$ cat src/design/sspi_defines.vh
// constants of the receive pointer interpreter
`ifndef SSPI_DEFINES_VH
`define SSPI_DEFINES_VH
// ************************************************************
// register offsets (byte addresses)
// ************************************************************
`define SSPI_OFS_CTRL      8'h00
`define SSPI_OFS_MASK      8'h04
`define SSPI_OFS_STATUS    8'h08
`define SSPI_OFS_PEND      8'h0C
`define SSPI_OFS_POINTER   8'h10
// ************************************************************
// field positions
// ************************************************************
`define SSPI_CTRL_SDH_BIT  0
`define SSPI_MASK_ALM_A    0
`define SSPI_MASK_LOSS_A   1
`define SSPI_MASK_ALM_B    2
`define SSPI_MASK_LOSS_B   3
`define SSPI_EVT_ALM_BIT   0
`define SSPI_EVT_LOSS_BIT  1
`define SSPI_PTR_STATE_LSB 16
// ************************************************************
// reset values
// ************************************************************
`define SSPI_CTRL_RST      1'b0
`define SSPI_MASK_RST      4'h0
`define SSPI_PTR_RST       10'h000
// ************************************************************
// pointer word layout and limits
// ************************************************************
`define SSPI_FLAG_NDF      4'h9
`define SSPI_FLAG_TRACKING_STATE     4'h6
`define SSPI_SS_SDH        2'h2
`define SSPI_ALL_ONES      16'hFFFF
`define SSPI_I_MASK        10'h2AA
`define SSPI_D_MASK        10'h155
`define SSPI_PTR_MAX       10'h30E
// ************************************************************
// persistence counts in frames and vote thresholds
// ************************************************************
`define SSPI_HOLD_FRAMES   2'h3
`define SSPI_TRACKING_STATE_FRAMES   3'h3
`define SSPI_AIS_FRAMES    3'h3
`define SSPI_LOP_FRAMES    4'h8
`define SSPI_SONET_VOTE    4'h8
`define SSPI_SDH_VOTE      4'h3
`define SSPI_SDH_OTHER     4'h2
`define SSPI_FLAG_VOTE     4'h3
`endif

$ cat src/design/sspi_ptr_classify.v
// combinational classifier of one received pointer word
`timescale 1ns/10ps
`include "sspi_defines.vh"
module sspi_ptr_classify (
  input  wire [15:0] word,     // received pointer word
  input  wire [9:0]  cur_ptr,  // currently accepted pointer
  input  wire        sdh_mode, // sdh rules when high
  output wire        is_ais,   // all-ones alarm pointer
  output wire        ndf_en,   // new data flag enabled
  output wire        ndf_tracking_state, // normal flag
  output wire        ss_ok,    // ss bits acceptable
  output wire        in_range, // value within 0..782
  output wire        inc_ind,  // increment indication
  output wire        dec_ind   // decrement indication
);
  // ************************************************************
  // population count
  // ************************************************************
  // number of ones in a ten bit vector
  function [3:0] pop10;
    input [9:0] v;
    integer k;
    begin
      pop10 = 4'h0;
      for (k = 0; k < 10; k = k + 1) begin
        pop10 = pop10 + {3'b000, v[k]};
      end
    end
  endfunction

  wire [9:0] val    = word[9:0];           // pointer value field
  wire [9:0] diff   = val ^ cur_ptr;       // bits that changed
  wire [3:0] i_inv  = pop10(diff & `SSPI_I_MASK); // inverted i bits
  wire [3:0] d_inv  = pop10(diff & `SSPI_D_MASK); // inverted d bits
  // matches against the two ideal justification patterns
  wire [3:0] inc_ok = pop10(~(val ^ (cur_ptr ^ `SSPI_I_MASK)));
  wire [3:0] dec_ok = pop10(~(val ^ (cur_ptr ^ `SSPI_D_MASK)));
  wire [3:0] ndf_m  = pop10({6'h00, ~(word[15:12] ^ `SSPI_FLAG_NDF)});
  wire [3:0] nrm_m  = pop10({6'h00, ~(word[15:12] ^ `SSPI_FLAG_TRACKING_STATE)});
  // ************************************************************
  // pointer type decisions
  // ************************************************************
  assign is_ais   = (word == `SSPI_ALL_ONES);
  // three of four flag bits decide the flag
  assign ndf_en   = (ndf_m >= `SSPI_FLAG_VOTE); // (RL19)
  assign ndf_tracking_state = (nrm_m >= `SSPI_FLAG_VOTE); // (RL19)
  // ss bits only matter under sdh rules
  assign ss_ok    = ~sdh_mode | (word[11:10] == `SSPI_SS_SDH); // (RL20)
  assign in_range = (val <= `SSPI_PTR_MAX);
  // sonet: eight of ten bits vote, sdh: majority of i or d
  assign inc_ind  = sdh_mode ?
    ((i_inv >= `SSPI_SDH_VOTE) && (d_inv <= `SSPI_SDH_OTHER)) : // (RL4)
    (inc_ok >= `SSPI_SONET_VOTE);                               // (RL2)
  assign dec_ind  = sdh_mode ?
    ((d_inv >= `SSPI_SDH_VOTE) && (i_inv <= `SSPI_SDH_OTHER)) : // (RL5)
    (dec_ok >= `SSPI_SONET_VOTE);                               // (RL3)
  // both majorities together satisfy neither term above (RL6)
endmodule // sspi_ptr_classify

$ cat src/design/sspi_top.v
// receive pointer interpreter with apb register slave
// Contract
// (RL1) no justification for three frames after one
// (RL2) sonet increment: eight of ten bits match
// (RL3) sonet decrement: eight of ten bits match
// (RL4) sdh increment: three i, two d
// (RL5) sdh decrement: three d, two i
// (RL6) sdh both majorities: no action taken
// (RL7) three states: tracking, lost, alarm
// (RL8) enabled new data flag loads pointer; the code ignores it in the pointer lost state
// (RL9) three equal normal pointers enter tracking
// (RL10) three all-ones words enter alarm state
// (RL11) eight invalid frames enter pointer lost
// (RL12) accepted justification moves pointer by one
// (RL13) alarm state accepts only all-ones pointer
// (RL14) tracking: matching normal pointer stays valid
// (RL15) alarm change sets latch-high alarm flag
// (RL16) alarm change sets pending, drives interrupts
// (RL17) loss change sets latch-high loss flag
// (RL18) loss change sets pending, drives interrupts
// (RL19) flag bits decoded by three-of-four vote
// (RL20) sdh mode checks ss bits equal 10
// (RL21) one control bit picks sonet or sdh
// (RL22) evaluate once per aligned frame
// (RL23) reset into pointer lost, all cleared
`timescale 1ns/10ps
`include "sspi_defines.vh"
module sspi_top (
  input  wire        REF_CLK,     // 50 mhz clock
  input  wire        RST,         // synchronous reset, high
  input  wire        FRAME_VALID, // one pulse per aligned frame
  input  wire [15:0] PTR_WORD,    // primary pointer word
  input  wire        PSEL,        // apb select
  input  wire        PENABLE,     // apb access phase
  input  wire        PWRITE,      // apb direction
  input  wire [7:0]  PADDR,       // apb byte address
  input  wire [31:0] PWDATA,      // apb write data
  output reg  [31:0] PRDATA,      // apb read data
  output reg         PREADY,      // apb ready
  output reg         PSLVERR,     // apb error, unmapped
  output reg         INT_A,       // interrupt output a
  output reg         INT_B        // interrupt output b
);
  // ************************************************************
  // state codes
  // ************************************************************
  localparam [1:0] TRACKING_STATE     = 2'b00; // normal tracking
  localparam [1:0] POINTER_LOST_STATE = 2'b01; // loss of pointer
  localparam [1:0] ALARM_STATE        = 2'b10; // alarm indication

  // ************************************************************
  // storage
  // ************************************************************
  reg  [1:0] state_reg;      // interpreter state
  reg  [1:0] state_next;
  reg  [9:0] ptr_reg;        // accepted pointer
  reg  [9:0] ptr_next;
  reg  [9:0] cand_reg;       // last normal pointer value seen
  reg  [9:0] cand_next;
  reg  [2:0] same_cnt_reg;   // equal normal pointers in a row
  reg  [2:0] same_cnt_next;
  reg  [2:0] ais_cnt_reg;    // all-ones words in a row
  reg  [2:0] ais_cnt_next;
  reg  [3:0] inv_cnt_reg;    // invalid frames in a row
  reg  [3:0] inv_cnt_next;
  reg  [1:0] hold_reg;       // frames left barring justification
  reg  [1:0] hold_next;
  reg        sdh_mode_reg;   // receive mode select
  reg  [3:0] mask_reg;       // interrupt masks
  reg        path_alarm_flag_reg;      // latch-high alarm
  reg        path_alarm_flag_next;
  reg        pointer_loss_flag_reg;    // latch-high loss
  reg        pointer_loss_flag_next;
  reg        path_alarm_pending_reg;   // clear-on-read alarm
  reg        path_alarm_pending_next;
  reg        pointer_loss_pending_reg; // clear-on-read loss
  reg        pointer_loss_pending_next;
  reg  [31:0] rdata_next;    // read data for next access
  reg        err_next;       // unmapped address

  // classifier results
  wire       is_ais;
  wire       new_data_flag;
  wire       flag_tracking_state;
  wire       ss_ok;
  wire       in_range;
  wire       inc_ind;
  wire       dec_ind;

  // ************************************************************
  // pointer word classifier
  // ************************************************************
  sspi_ptr_classify u_classify (
    .word     (PTR_WORD),
    .cur_ptr  (ptr_reg),
    .sdh_mode (sdh_mode_reg),
    .is_ais   (is_ais),
    .ndf_en   (new_data_flag),
    .ndf_tracking_state (flag_tracking_state),
    .ss_ok    (ss_ok),
    .in_range (in_range),
    .inc_ind  (inc_ind),
    .dec_ind  (dec_ind)
  );

  // ************************************************************
  // frame qualifiers
  // ************************************************************
  // enabled new data flag with a usable value
  wire ndf_ok  = new_data_flag & in_range & ss_ok;
  // normal flag with a usable value
  wire tracking_state_ok = flag_tracking_state & in_range & ss_ok;
  // justification candidate, valid only when not barred
  wire just    = flag_tracking_state & ss_ok & (inc_ind | dec_ind) &
                 (PTR_WORD[9:0] != ptr_reg);
  wire just_ok = just & (hold_reg == 2'h0);             // (RL1)
  wire in_trk  = (state_reg == TRACKING_STATE);
  wire in_alm  = (state_reg == ALARM_STATE);

  // ************************************************************
  // apb handshake terms
  // ************************************************************
  wire setup  = PSEL & ~PENABLE;             // setup cycle
  wire acc    = PSEL & PENABLE & PREADY;     // completing edge
  wire wr     = acc & PWRITE;                // write takes effect
  wire rd     = acc & ~PWRITE;               // read completes
  wire rd_st  = rd & (PADDR == `SSPI_OFS_STATUS);
  wire rd_pd  = rd & (PADDR == `SSPI_OFS_PEND);

  // ************************************************************
  // per-frame interpreter
  // ************************************************************
  // all counters hold between frames (RL22)
  always @* begin
    state_next    = state_reg;
    ptr_next      = ptr_reg;
    cand_next     = cand_reg;
    same_cnt_next = same_cnt_reg;
    ais_cnt_next  = ais_cnt_reg;
    inv_cnt_next  = inv_cnt_reg;
    hold_next     = hold_reg;
    if (FRAME_VALID) begin                                 // (RL22)
      // bar counts down one per frame
      if (hold_reg != 2'h0) begin
        hold_next = hold_reg - 2'h1;
      end
      // run of all-ones words
      if (is_ais) begin
        ais_cnt_next = (ais_cnt_reg == `SSPI_AIS_FRAMES) ?
                       ais_cnt_reg : ais_cnt_reg + 3'h1;
      end else begin
        ais_cnt_next = 3'h0;
      end
      // run of equal normal pointers
      if (tracking_state_ok && !is_ais) begin
        if (PTR_WORD[9:0] == cand_reg && same_cnt_reg != 3'h0) begin
          same_cnt_next = (same_cnt_reg == `SSPI_TRACKING_STATE_FRAMES) ?
                          same_cnt_reg : same_cnt_reg + 3'h1;
        end else begin
          same_cnt_next = 3'h1;
        end
        cand_next = PTR_WORD[9:0];
      end else begin
        same_cnt_next = 3'h0;
      end
      // validity for loss detection
      if (in_alm) begin
        // only the all-ones word is valid here
        inv_cnt_next = is_ais ? 4'h0 : inv_cnt_reg + 4'h1; // (RL13)
      end else if (in_trk) begin
        if (ndf_ok || just_ok ||
            (tracking_state_ok && PTR_WORD[9:0] == ptr_reg)) begin // (RL14)
          inv_cnt_next = 4'h0;
        end else begin
          inv_cnt_next = inv_cnt_reg + 4'h1;
        end
      end else begin
        inv_cnt_next = 4'h0;
      end
      // transitions, alarm first, then persistence, then flags
      if (ais_cnt_next == `SSPI_AIS_FRAMES && !in_alm) begin
        state_next   = ALARM_STATE;                       // (RL10)
        inv_cnt_next = 4'h0;
      end else if (same_cnt_next == `SSPI_TRACKING_STATE_FRAMES &&
                   !(in_trk && PTR_WORD[9:0] == ptr_reg)) begin
        state_next   = TRACKING_STATE;                    // (RL9)
        ptr_next     = PTR_WORD[9:0];
        inv_cnt_next = 4'h0;
      end else if (ndf_ok && !is_ais && !(state_reg ==
                   POINTER_LOST_STATE)) begin
        state_next   = TRACKING_STATE;                    // (RL8)
        ptr_next     = PTR_WORD[9:0];
        hold_next    = `SSPI_HOLD_FRAMES;                 // (RL1)
        inv_cnt_next = 4'h0;
      end else if (in_trk && just_ok) begin
        // one step, wrapping inside 0..782
        if (inc_ind) begin                                // (RL12)
          ptr_next = (ptr_reg == `SSPI_PTR_MAX) ? 10'h000 :
                     ptr_reg + 10'h001;
        end else begin
          ptr_next = (ptr_reg == 10'h000) ? `SSPI_PTR_MAX :
                     ptr_reg - 10'h001;
        end
        hold_next = `SSPI_HOLD_FRAMES;                    // (RL1)
      end else if (inv_cnt_next == `SSPI_LOP_FRAMES) begin
        state_next   = POINTER_LOST_STATE;                // (RL11)
        inv_cnt_next = 4'h0;
      end
    end
  end

  // ************************************************************
  // state changes as events
  // ************************************************************
  wire alm_chg  = (state_next != state_reg) &&
                  (state_next == ALARM_STATE || in_alm);
  wire loss_chg = (state_next != state_reg) &&
                  (state_next == POINTER_LOST_STATE ||
                   state_reg == POINTER_LOST_STATE);
  wire alm_now  = (state_next == ALARM_STATE);
  wire loss_now = (state_next == POINTER_LOST_STATE);

  // ************************************************************
  // alarm and pending bits
  // ************************************************************
  // an event wins over the read that would clear it
  always @* begin
    path_alarm_flag_next      = path_alarm_flag_reg;
    pointer_loss_flag_next    = pointer_loss_flag_reg;
    path_alarm_pending_next   = path_alarm_pending_reg;
    pointer_loss_pending_next = pointer_loss_pending_reg;
    // latch-high: read hands back event, then status
    if (alm_chg) begin
      path_alarm_flag_next = 1'b1;                        // (RL15)
    end else if (rd_st) begin
      path_alarm_flag_next = alm_now;                     // (RL15)
    end
    if (loss_chg) begin
      pointer_loss_flag_next = 1'b1;                      // (RL17)
    end else if (rd_st) begin
      pointer_loss_flag_next = loss_now;                  // (RL17)
    end
    // pending: only a bit returned as one is cleared
    if (alm_chg) begin
      path_alarm_pending_next = 1'b1;                     // (RL16)
    end else if (rd_pd && PRDATA[`SSPI_EVT_ALM_BIT]) begin
      path_alarm_pending_next = 1'b0;
    end
    if (loss_chg) begin
      pointer_loss_pending_next = 1'b1;                   // (RL18)
    end else if (rd_pd && PRDATA[`SSPI_EVT_LOSS_BIT]) begin
      pointer_loss_pending_next = 1'b0;
    end
  end

  // ************************************************************
  // read data mux, sampled in the setup cycle
  // ************************************************************
  always @* begin
    rdata_next = 32'h0000_0000;
    err_next   = 1'b0;
    case (PADDR)
      `SSPI_OFS_CTRL: begin
        rdata_next[`SSPI_CTRL_SDH_BIT] = sdh_mode_reg;
      end
      `SSPI_OFS_MASK: begin
        rdata_next[3:0] = mask_reg;
      end
      `SSPI_OFS_STATUS: begin
        rdata_next[`SSPI_EVT_ALM_BIT]  = path_alarm_flag_next;
        rdata_next[`SSPI_EVT_LOSS_BIT] = pointer_loss_flag_next;
      end
      `SSPI_OFS_PEND: begin
        rdata_next[`SSPI_EVT_ALM_BIT]  = path_alarm_pending_next;
        rdata_next[`SSPI_EVT_LOSS_BIT] = pointer_loss_pending_next;
      end
      `SSPI_OFS_POINTER: begin
        rdata_next[9:0] = ptr_reg;
        rdata_next[`SSPI_PTR_STATE_LSB+1:`SSPI_PTR_STATE_LSB] =
          state_reg;
      end
      default: begin
        // unmapped address answers with an error
        err_next = 1'b1;
      end
    endcase
  end

  // ************************************************************
  // interpreter registers
  // ************************************************************
  always @(posedge REF_CLK) begin
    if (RST) begin
      state_reg    <= POINTER_LOST_STATE;                 // (RL23)
      ptr_reg      <= `SSPI_PTR_RST;
      cand_reg     <= `SSPI_PTR_RST;
      same_cnt_reg <= 3'h0;
      ais_cnt_reg  <= 3'h0;
      inv_cnt_reg  <= 4'h0;
      hold_reg     <= 2'h0;
      path_alarm_flag_reg      <= 1'b0;
      pointer_loss_flag_reg    <= 1'b0;
      path_alarm_pending_reg   <= 1'b0;
      pointer_loss_pending_reg <= 1'b0;
    end else begin
      // three-state machine advances (RL7)
      state_reg    <= state_next;                         // (RL7)
      ptr_reg      <= ptr_next;
      cand_reg     <= cand_next;
      same_cnt_reg <= same_cnt_next;
      ais_cnt_reg  <= ais_cnt_next;
      inv_cnt_reg  <= inv_cnt_next;
      hold_reg     <= hold_next;
      path_alarm_flag_reg      <= path_alarm_flag_next;
      pointer_loss_flag_reg    <= pointer_loss_flag_next;
      path_alarm_pending_reg   <= path_alarm_pending_next;
      pointer_loss_pending_reg <= pointer_loss_pending_next;
    end
  end

  // ************************************************************
  // apb slave and interrupt outputs
  // ************************************************************
  // ready rises in the access cycle: one access cycle per transfer
  always @(posedge REF_CLK) begin
    if (RST) begin
      sdh_mode_reg <= `SSPI_CTRL_RST;
      mask_reg     <= `SSPI_MASK_RST;
      PRDATA       <= 32'h0000_0000;
      PREADY       <= 1'b0;
      PSLVERR      <= 1'b0;
      INT_A        <= 1'b0;
      INT_B        <= 1'b0;
    end else begin
      PREADY  <= setup;
      PSLVERR <= setup & err_next;
      if (setup && !PWRITE) begin
        PRDATA <= rdata_next;
      end else if (acc) begin
        PRDATA <= 32'h0000_0000;
      end
      if (wr && PADDR == `SSPI_OFS_CTRL) begin
        sdh_mode_reg <= PWDATA[`SSPI_CTRL_SDH_BIT];       // (RL21)
      end
      if (wr && PADDR == `SSPI_OFS_MASK) begin
        mask_reg <= PWDATA[3:0];
      end
      // each pending bit gated by its own mask per output
      INT_A <= (path_alarm_pending_next &
                mask_reg[`SSPI_MASK_ALM_A]) |             // (RL16)
               (pointer_loss_pending_next &
                mask_reg[`SSPI_MASK_LOSS_A]);             // (RL18)
      INT_B <= (path_alarm_pending_next &
                mask_reg[`SSPI_MASK_ALM_B]) |             // (RL16)
               (pointer_loss_pending_next &
                mask_reg[`SSPI_MASK_LOSS_B]);             // (RL18)
    end
  end
endmodule // sspi_top

$ cat config.mk
export PLATFORM = sky130hd
export DESIGN_NAME = sspi_top
export DESIGN_NICKNAME = d
export VERILOG_FILES = /design/src/design/sspi_ptr_classify.v /design/src/design/sspi_top.v
export VERILOG_INCLUDE_DIRS = /design/src /design/src/design
export SDC_FILE = /design/constraint.sdc
export NUM_CORES = 1
export LEC_CHECK = 0
export ABC_AREA = 1
export CORE_MARGIN = 2
export CORE_UTILIZATION = 65
export CTS_BUF_LIST = sky130_fd_sc_hd__clkbuf_16
export DETAILED_ROUTE_END_ITERATION = 8
export DONT_BUFFER_PORTS = 1
export GPL_TIMING_DRIVEN = 0
export PLACE_DENSITY = 0.81
export SYNTH_ARGS = -nofsm -noshare
export SYNTH_HDL_FRONTEND = slang
export SYNTH_SLANG_ARGS = --single-unit
$ cat constraint.sdc
create_clock -name REF_CLK -period 6.3 [get_ports REF_CLK]
set_clock_uncertainty 0.15 [all_clocks]
set_input_delay 0.945 -clock REF_CLK [delete_from_list [all_inputs] [get_ports REF_CLK]]
set_output_delay 0.945 -clock REF_CLK [all_outputs]
set_load 0.1 [all_outputs]
**After elaboration in Yosys (flattened, before gate mapping)**

Cells that the tools add are included.

- Flip-flop bits (word level): 59
- Bits of input ports: 62
- Output and inout bits: 36
- Word-level logic and storage cells: 214

- Add/sub/neg operators: 38
- $lt $le $gt $ge: 9
- Equality and inequality tests: 20
- Multiplexer cells: 52
- Bitwise logic cells: 39
- Reductions and logical operators: 38

Operators with widths:

| kind | number |
|---|---|
| $add A4 B1 Y4 | 26 |
| $mux W10 | 6 |
| $mux W4 | 10 |
| $mux W18 | 2 |
| $xor A10 B10 Y10 | 3 |
| $mux W2 | 12 |
| $mux W3 | 7 |
| $and A1 B1 Y1 | 20 |
| $eq A10 B10 Y1 | 2 |
| $not A10 Y10 | 2 |
| $logic_and A1 B1 Y1 | 18 |
| $eq A16 B16 Y1 const B | 1 |
| $eq A8 B4 Y1 const B | 2 |
| $ge A4 B2 Y1 const B | 4 |
| $add A1 B1 Y2 | 6 |
| $eq A3 B2 Y1 const B | 4 |
| $mux W1 | 11 |
| $add A10 B1 Y10 const B | 1 |
| $eq A10 B10 Y1 const B | 1 |
| $le A10 B10 Y1 const B | 1 |
| $logic_not A10 Y1 | 1 |
| $ne A10 B10 Y1 | 1 |
| $not A5 Y5 | 2 |
| $sub A10 B1 Y10 const B | 1 |
| 28 further kinds | 52 |

**Longest topological paths before layout**

Gate-level depths: netlist of run 1.

- Depth in word-level cells: 37
- Mapped depth: 33
- Mapped depth without buffers: 32

**Hierarchy**

From an unflattened synthesis of run 1, not the netlist that was laid out.

- Cells, all modules: 723
- Area total of the unflattened synthesis: 4,723.3 um^2

Modules (own cells, without submodules):

| module | instances | cells an instance | area an instance (um^2) |
|---|---|---|---|
| sspi_top | 1 | 607 | 3,824.9 |
| sspi_ptr_classify | 1 | 116 | 898.4 |

**Worst setup path before layout of run 1**

No wires, ideal clock.

- Kind: in2reg
- Start: in PTR_WORD[0]
- End: reg PRDATA[0]
- Library setup time: 0.132 ns
- Data arrival time: 5.094 ns
- Path slack: 0.924 ns
- Stages on the path: 26
- Path through: xor2_1 -> inv_1 -> ha_1 -> fa_1 -> fa_1 -> inv_1 -> fa_1 -> fa_1 -> nand3_1 -> nand3_1 -> nand2_1 -> nand2_1 -> nand3_2 -> nor2_1 -> nor2_1 -> nand3_1 -> nor2_1 -> nand2_1 -> nand2_1 -> nor2_1 -> a21oi_1 -> nand2_1 -> nand2_1 -> nand3_1 -> nand2_1 -> a21oi_2

- Longest elaborated chain between the ends: 36

Ends and longest elaborated chain:

| element | line | source |
|---|---|---|
| start: declaration | sspi_top.v:32 | `input wire [15:0] PTR_WORD,` |
| $xor A10 B10 Y10 (on tied branches) | sspi_ptr_classify.v:36, sspi_ptr_classify.v:37 |  |
| $not A10 Y10 (on tied branches) | sspi_ptr_classify.v:36, sspi_ptr_classify.v:37 |  |
| $add A1 B1 Y2 | sspi_ptr_classify.v:26 | `pop10 = pop10 + {3'b000, v[k]};` |
| $add A4 B1 Y4 (8 in series) | sspi_ptr_classify.v:26 |  |
| $ge A4 B4 Y1 (no line) | - |  |
| $mux W1 (on tied branches) | sspi_ptr_classify.v:51, sspi_ptr_classify.v:54 |  |
| $or A1 B1 Y1 | sspi_top.v:114 | `wire just = flag_tracking_state & ss_ok & (inc_ind \| dec_ind) &` |
| $and A1 B1 Y1 (2 in series) | sspi_top.v:114 |  |
| [12 not listed] | - |  |
| $mux W2 (*) | sspi_top.v:181 | `` if (ais_cnt_next == `SSPI_AIS_FRAMES && !in_alm) begin `` |
| $mux W2 (*) | sspi_top.v:142 | `if (FRAME_VALID) begin` |
| $eq A2 B2 Y1 | sspi_top.v:216, sspi_top.v:220 |  |
| $logic_or A1 B1 Y1 | sspi_top.v:216 | `(state_next == ALARM_STATE \|\| in_alm);` |
| $logic_and A1 B1 Y1 | sspi_top.v:215 | `wire alm_chg = (state_next != state_reg) &&` |
| $mux W1 (on tied branches) | sspi_top.v:244, sspi_top.v:233 |  |
| $pmux W1 S5 (*) | sspi_top.v:262 | `case (PADDR)` |
| $mux W18 (*) | sspi_top.v:337 | `if (setup && !PWRITE) begin` |
| end signal: assignment | sspi_top.v:338 | `PRDATA <= rdata_next;` |
| end: declaration | sspi_top.v:38 | `output reg [31:0] PRDATA,` |

Every way passes the cells marked *; elsewhere a longest branch is shown, timed or not. The select of a mux whose other input is x is not followed.
A chain may end at the register's enable or synchronous reset.

**Worst setup path after layout of run 1**

Ends and elaborated chain as after synthesis.

==> summary.md, run 1 <==
| Metric | Value |
|---|---|
| Post-synth EDFFs | 0 |
| Clock buffer depth | 2 |
| Utilization after layout | 74.3% |
| Final setup fails | 0 |
| Mux cell area share after synthesis | 0% |
| Maxcap violations | 0 |
| Die extent in y | 89.0 um |
| Critical Path Source | PTR_WORD[0] |
| CP max stage delay | 550 ps |
| Area contributors post-synth | dfxtp_1, nand2_1, inv_1 |
| TNS Setup | 0 ps |
| Fin. max-slew vios | 0 |
| Largest net degree at the start of global routing | 11 |
| First-pass GRT wire length | 18400 um |
| TritonCTS clock tree | done |
| Via count | 4379 |
| Commonest cells post-synth | nand2_1, inv_1, dfxtp_1 |
| Hold Path Origin | cand_reg[7] |
| Slowest cell on crit path | fa_1 |
| Area delta synth->final | 9.41% |
| Post-Route WL | 11700 um |
| Worst reg2reg path startpoint | ptr_reg[0] |
| Post-CTS sizing | 0 |
| CP startpoint kind | input port |
| Largest register FFs | 12 |
| Gpl congestion | 0.946 |
| Post-layout min period | 5750 ps |
| Nets | 819 |
| Die width | 89.0 um |
| Sequential fraction of the synthesis area | 25.2% |
| Area of the multi-input gates | 0.00290 mm2 |
| DIE AREA | 0.00791 mm2 |
| Hold_buf cts | 0 |
| Slew of the pin with the lowest slew margin | 1030 ps |
| Worst r2r path cells | 26 |
| Ant diodes | 0 |
| Clk sinks | 59 |
| Slew HR | 31.2% |
| FF-to-FF End | PRDATA[0] |
| Max H-tree Level | 3 |
| Core Region | 0.00691 mm2 |
| 1st-iter DRT viols | 349 |
| Row count | 30 |
| Compound-Gate Fraction of Synth Area | 15.3% |
| Worst EP required | 6330 ps |
| Peak supply drop | 186 uV |
| Hold Path Class | register to register |
| Seq cells post-synth | 59 |
| Top cell type's share of synthesized area | 25.2% |
| Clock latency on the worst-skew pair | 320 ps |
| Final Cycle Share | 91.2% |
| Pwr dens | 233 mW/mm2 |
| Routed len/inst | 14.3 um |
| Fraction of synthesized cell area in xor and xnor cells | 4.27% |
| Cell taking the most area after synthesis | dfxtp_1 |
| Gr ovfl total | 0 |
| Mapped Cells | 684 |
| Avg Vias per Cell | 5.38 |
| Starting Density | 67.9% |
| Critical Path End | PRDATA[0] |
| Gr usage total | 30.3% |
| Worst Setup End Kind | register |
| Fmax | 174 MHz |
| Worst Setup Path Type | input port to register |
| DRT Pass-1 Iters | 5 |
| Mean Syn Cell Area | 6.86 um2 |
| RSZ-0062 raised after global routing | false |
| Clock buffer count from CTS | 9 |
| Critical path data arrival time | 5770 ps |
| Final ANT Viol Nets | 0 |
| Yosys cell types | 47 |
| Detailed placement HPWL | 9250 um |
| Number of global-route vias before repair | 3897 |
| Seq. cell area | 0.00118 mm2 |
| Remaining DRCs | 0 |
| Number of antenna violations at the first check in global routing | 0 |
| CP max FO | 8 |
| R2r setup slk | 720 ps |
| Post-synthesis simple-gate area fraction | 26.5% |
| Status | complete, no violations |
| Count leader, synth | nand2_1 |
| Main synth FF type | dfxtp_1 |
| Fill count | 577 |
| Leakage power | 2.39 nW |
| Post-CTS setup buffer count | 0 |
| Adder-Cell Fraction of Synth Area | 14.0% |
| Layout cells sized above 1 | 12.3% |
| Ports | 98 |
| Clock transition at path regs | 50 ps |
| IO Port Bufs | 0 |
| Largest family of logic cells by synthesized area | simple AND/OR/NAND/NOR gates |
| Mapped Area | 0.00469 mm2 |
| Fin. Hold Viols | 0 |
| Async S/R FF share, synth | 0% |
| Most used cell, CP | nand2_1 |
| CTS root buf | clkbuf_16 |
| Number of synthesis warnings | 0 |
-- stage by stage --
stage               worst slack (ps)  power (mW)  hold slack [ps]  cells  instance area, um2
floorplan                        924       0.707              289    703                4760
global placement                 377       0.765              307    799                4880
detailed placement               296       0.780              319    799                4880
CTS                              599        1.19              328    814                5130
global route                     235        1.26              349    814                5130
finish                           552        1.20              328    814                5130
-- critical path: cells and delay by family --
family,cells,cell delay (ps)
adder cells (fa/ha/maj),5,2370
buffers and inverters,2,180
AND/OR/NAND/NOR,16,1790
XOR/XNOR,1,280
AO/OA/AOI/OAI,2,230
-- how the worst min path moves through the flow --
stage	to	slack [ps]	cells after the start
floorplan	cand_reg[6]	290	2
global placement	cand_reg[6]	310	2
detailed placement	cand_reg[8]	320	2
CTS	cand_reg[7]	330	2
global route	cand_reg[9]	350	2
finish	cand_reg[7]	330	2
-- final cells by class --
type	count	share of cell area, %
clock buffers	9	4.39
flip-flops and latches	59	23.0
multi-input cells	490	56.4
clock inverters	6	0.487
inverters	115	8.51
plain buffers	39	4.87
well taps	96	2.34
-- layer usage --
metal | wire, um | GRT usage [%]
met5 | 0 | 0
met4 | 225 | 9.23
met3 | 956 | 7.57
met2 | 5580 | 50.2
met1 | 4910 | 39.2
-- cells by family (layout without fill, tap and decap cells) --
logic type | after synthesis | count (layout)
AND/OR/NAND/NOR | 277 | 277
buffers and inverters | 154 | 169
AO/OA/AOI/OAI | 128 | 128
flip-flops | 59 | 59
adder cells (fa/ha/maj) | 43 | 43
XOR/XNOR | 22 | 22
other | 1 | 20
-- cell usage in the layout, fill, tap and decap left out, types with 12 or more instances in the layout --
master / netlist / routed
buf_4: 20 / 20
a21oi_1: 58 / 58
fa_1: 16 / 16
dfxtp_1: 59 / 59
conb_1: 1 / 20
nand2_1: 135 / 135
nor2_1: 53 / 53
nand2_2: 14 / 14
inv_1: 104 / 105
ha_1: 27 / 27
nor3_1: 12 / 12
o21ai_0: 40 / 40
xor2_1: 20 / 20
nand3_1: 33 / 33
-- power by group --
group / internal [mW] / total [mW] / switching [mW]
Sequential: 0.386 / 0.399 / 0.0125
Combinational: 0.121 / 0.383 / 0.261
Clock: 0.256 / 0.416 / 0.160
Total: 0.764 / 1.20 / 0.434
Note: power is estimated with default switching activity, not from simulation.
==> run 2, diff against run 1 <==
--- a/config.mk
+++ b/config.mk
@@ -8,12 +8,12 @@
 export LEC_CHECK = 0
 export ABC_AREA = 1
 export CORE_MARGIN = 2
-export CORE_UTILIZATION = 65
+export CORE_UTILIZATION = 59
 export CTS_BUF_LIST = sky130_fd_sc_hd__clkbuf_16
 export DETAILED_ROUTE_END_ITERATION = 8
 export DONT_BUFFER_PORTS = 1
 export GPL_TIMING_DRIVEN = 0
-export PLACE_DENSITY = 0.81
+export PLACE_DENSITY = 0.78
 export SYNTH_ARGS = -nofsm -noshare
 export SYNTH_HDL_FRONTEND = slang
 export SYNTH_SLANG_ARGS = --single-unit
==> constraint.sdc (replaced) <==
create_clock -name REF_CLK -period 4.85 [get_ports REF_CLK]
set_clock_uncertainty 0.15 [all_clocks]
set_input_delay 0.7275 -clock REF_CLK [delete_from_list [all_inputs] [get_ports REF_CLK]]
set_output_delay 0.7275 -clock REF_CLK [all_outputs]
set_load 0.1 [all_outputs]
==> summary.md, run 2 (synthesis results as in run 1) <==
| Metric | Value |
|---|---|
| Switching Power | 0.593 mW (+37%) |
| DIE AREA | 0.00868 mm2 (+9.7%) |
| Via count | 4521 (+3.2%) |
| Die width | 93.2 um (+4.7%) |
| Layout cells sized above 1 | 17.1% (+4.8 points) |
| Worst Setup Path Type | input port to register |
| CP Cell Sequence | xor2_4, inv_2, ha_4, fa_1, fa_1, fa_1, fa_1, inv_1, nand3_1, a21oi_2, nor2_1, nand2_1, nand3_2, nor2_1, nor2_2, a21oi_2, inv_2, buf_2, a21oi_1, o21ai_0, a21oi_1 |
| Fin. Hold Viols | 0 (unchanged) |
| Number of antenna violations at the first check in global routing | 0 (unchanged) |
| Worst Setup End Kind | register |
| Ant diodes | 0 (unchanged) |
| Post-Route WL | 12200 um (+4.8%) |
| R2r setup slk | 80 ps (-640 ps) |
| Slowest cell on crit path | fa_1 |
| Logic pwr share | 30.2% (-1.7 points) |
| Most used cell, CP | fa_1 |
| Post-layout min period | 4780 ps |
| Slew HR | 31.9% (+0.67 points) |
| Clk pwr share | 40.6% (+5.9 points) |
| Largest net degree at the start of global routing | 11 (unchanged) |
| Row count | 32 (+6.7%) |
| Worst reg2reg path startpoint | ptr_reg[0] |
| Delay-heaviest family, CP | adder cells |
| Post-DP Area | 0.00495 mm2 (+1.3%) |
| Ports | 98 (unchanged) |
| First-pass GRT wire length | 19800 um (+7.5%) |
| Bufs and invs on worst path | 4 (+2) |
| Part of the power in registers | 29.2% (-4.1 points) |
| Gr usage total | 28.8% (-1.5 points) |
| Pwr dens | 325 mW/mm2 (+39%) |
| FF-to-FF End | ptr_reg[4] |
| Largest register FFs | 12 (unchanged) |
| Critical path data arrival time | 4880 ps (-890 ps) |
| Final ANT Viol Nets | 0 (unchanged) |
| Number of global-route vias before repair | 4250 (+9.1%) |
| DRT Pass-1 Iters | 5 (unchanged) |
| Status | complete, no violations |
| Worst r2r path cells | 21 (-19%) |
| Routed len/inst | 14.8 um (+2.9%) |
| TritonCTS clock tree | done |
| Hold Path Origin | cand_reg[6] |
| Switch share | 33.5% (-2.7 points) |
| Gr ovfl total | 0 (unchanged) |
| Peak supply drop | 243 uV (+30%) |
| Clock buffer depth | 2 (unchanged) |
| Final Cycle Share | 98.5% |
| Most common cell after layout, fill and taps aside | nand2_1 |
| Hold Path Depth | 2 (unchanged) |
| Fin. max-slew vios | 0 (unchanged) |
| Max H-tree Level | 3 (unchanged) |
| Total chip power | 1.77 mW (+48%) |
| Maxcap violations | 0 (unchanged) |
| Starting Density | 60.7% (-7.2 points) |
| 1st-iter DRT viols | 300 (-14%) |
| Int Power | 1.18 mW (+54%) |
| Clk sinks | 59 (unchanged) |
| CP max stage delay | 530 ps (-20 ps) |
| Fmax | 209 MHz |
| TNS Setup | 0 ps (unchanged) |
| Hold Path Class | register to register |
| CP max FO | 10 (+2) |
| Core Region | 0.00773 mm2 (+12%) |
| Avg Vias per Cell | 5.45 (+1.4%) |
| CP startpoint kind | input port |
| Commonest non-fill, non-tap cells in the layout | nand2_1, inv_1, dfxtp_1 |
| Worst EP required | 4950 ps (-1380 ps) |
| CTS root buf | clkbuf_16 |
| Fill count | 635 (+10%) |
| Remaining DRCs | 0 (unchanged) |
| Design Area, Final | 0.00545 mm2 (+6.2%) |
| Leakage power | 2.52 nW (+5.7%) |
| Nets | 827 (+0.98%) |
| Clock latency on the worst-skew pair | 330 ps (about the same) |
| IO Port Bufs | 0 (unchanged) |
| Detailed placement HPWL | 9200 um (-0.62%) |
| Worst hold path endpoint | cand_reg[6] |
| Clock transition at path regs | 50 ps (about the same) |
| Slew of the pin with the lowest slew margin | 1020 ps (-10.1 ps) |
| Die extent in y | 93.2 um (+4.7%) |
| Clock buffer count from CTS | 9 (unchanged) |
| Area delta synth->final | 16.2% |
| Final setup fails | 0 (unchanged) |
| RSZ-0062 raised after global routing | true |
| Gpl congestion | 0.973 (+2.9%) |
==> run 2: changes by cell type in the layout (fill, tap and decap cells not counted), moves of 3 or more <==
| cell | delta |
|---|---|
| nor2_2 | +4 |
| xor2_4 | +3 |
| clkinv_1 | -3 |
| nor2_1 | -4 |
| bufinv_16 | +3 |
| nand3_1 | -4 |
| nand2_4 | +6 |
| buf_4 | +8 |
| inv_2 | +3 |
| nand3_2 | +3 |
| nand2_1 | -6 |
==> run 2: worst register-to-register path, stage by stage, from the launching register on <==
cell     delay, ps
dfxtp_4        360
xor2_4         190
inv_2           70
ha_4           260
fa_1           500
fa_1           530
fa_1           420
fa_1           370
inv_1           70
nand3_1         80
a21oi_2        130
nor2_1          70
nand2_1         70
nand3_2         80
nor2_1         150
nor2_2          70
a21oi_2        350
inv_2          130
buf_2          220
a21oi_1        170
o21ai_0        120
a21oi_1        140
==> run 2: what timing repair did <==
action	4_1_cts	5_1_grt
gates cloned	0	0
endpoints found under the hold margin	0	0
pin swaps	1	15
setup buffers	1	7
resized for setup	7	22
endpoints found under the setup margin	5	9
hold buffers	0	0
==> run 2: power by group through the flow <==
stage | clock network, mW | registers [mW] | logic [mW]
after global placement | 0 | 0.527 | 0.475
final | 0.720 | 0.517 | 0.535
after detailed placement | 0 | 0.528 | 0.490
after floorplan | 0 | 0.525 | 0.398
after CTS | 0.723 | 0.517 | 0.505
after global routing | 0.744 | 0.519 | 0.594
==> run 2: layout make-up <==
cell class              count  area (um2)  area share, %
clock inverters             7         108           1.97
clock buffers               9         225           4.13
multi-input cells         490        3050           55.9
flip-flops and latches     59        1190           21.8
plain buffers              39         255           4.68
inverters                 115         437           8.01
repair buffers              8        60.1           1.10
well taps                 102         128           2.34
==> run 2: how the worst max path moves through the flow <==
| stage | startpoint | to | slack, ps | depth (start not counted) |
|---|---|---|---|---|
| finish | PTR_WORD[0] | ptr_reg[4] | 70 | 21 |
| global route | PTR_WORD[0] | ptr_reg[4] | -90 | 21 |
| CTS | PTR_WORD[0] | PRDATA[0] | 20 | 28 |
| detailed placement | PTR_WORD[0] | PRDATA[0] | -420 | 26 |
| global placement | PTR_WORD[0] | PRDATA[0] | -350 | 26 |
| floorplan | PTR_WORD[0] | PRDATA[0] | 30 | 26 |
==> run 2: through the flow <==
stage	util, %	instances	hold slack [ps]	worst slack, ps
after CTS	68.7	822	320	17.4
after global routing	70.5	829	348	-91.4
after floorplan	-	703	289	33.2
final	70.5	829	319	72.4
after global placement	64.0	805	302	-352
after detailed placement	64.0	805	312	-424
==> run 2: per-layer routing <==
layer,global-route usage (%),up-vias,wire length [um]
met5,0,-,0
met4,9.19,0,350
met3,6.04,33,1080
met2,49.4,203,5860
met1,36.2,2078,4940
li1,-,2207,-
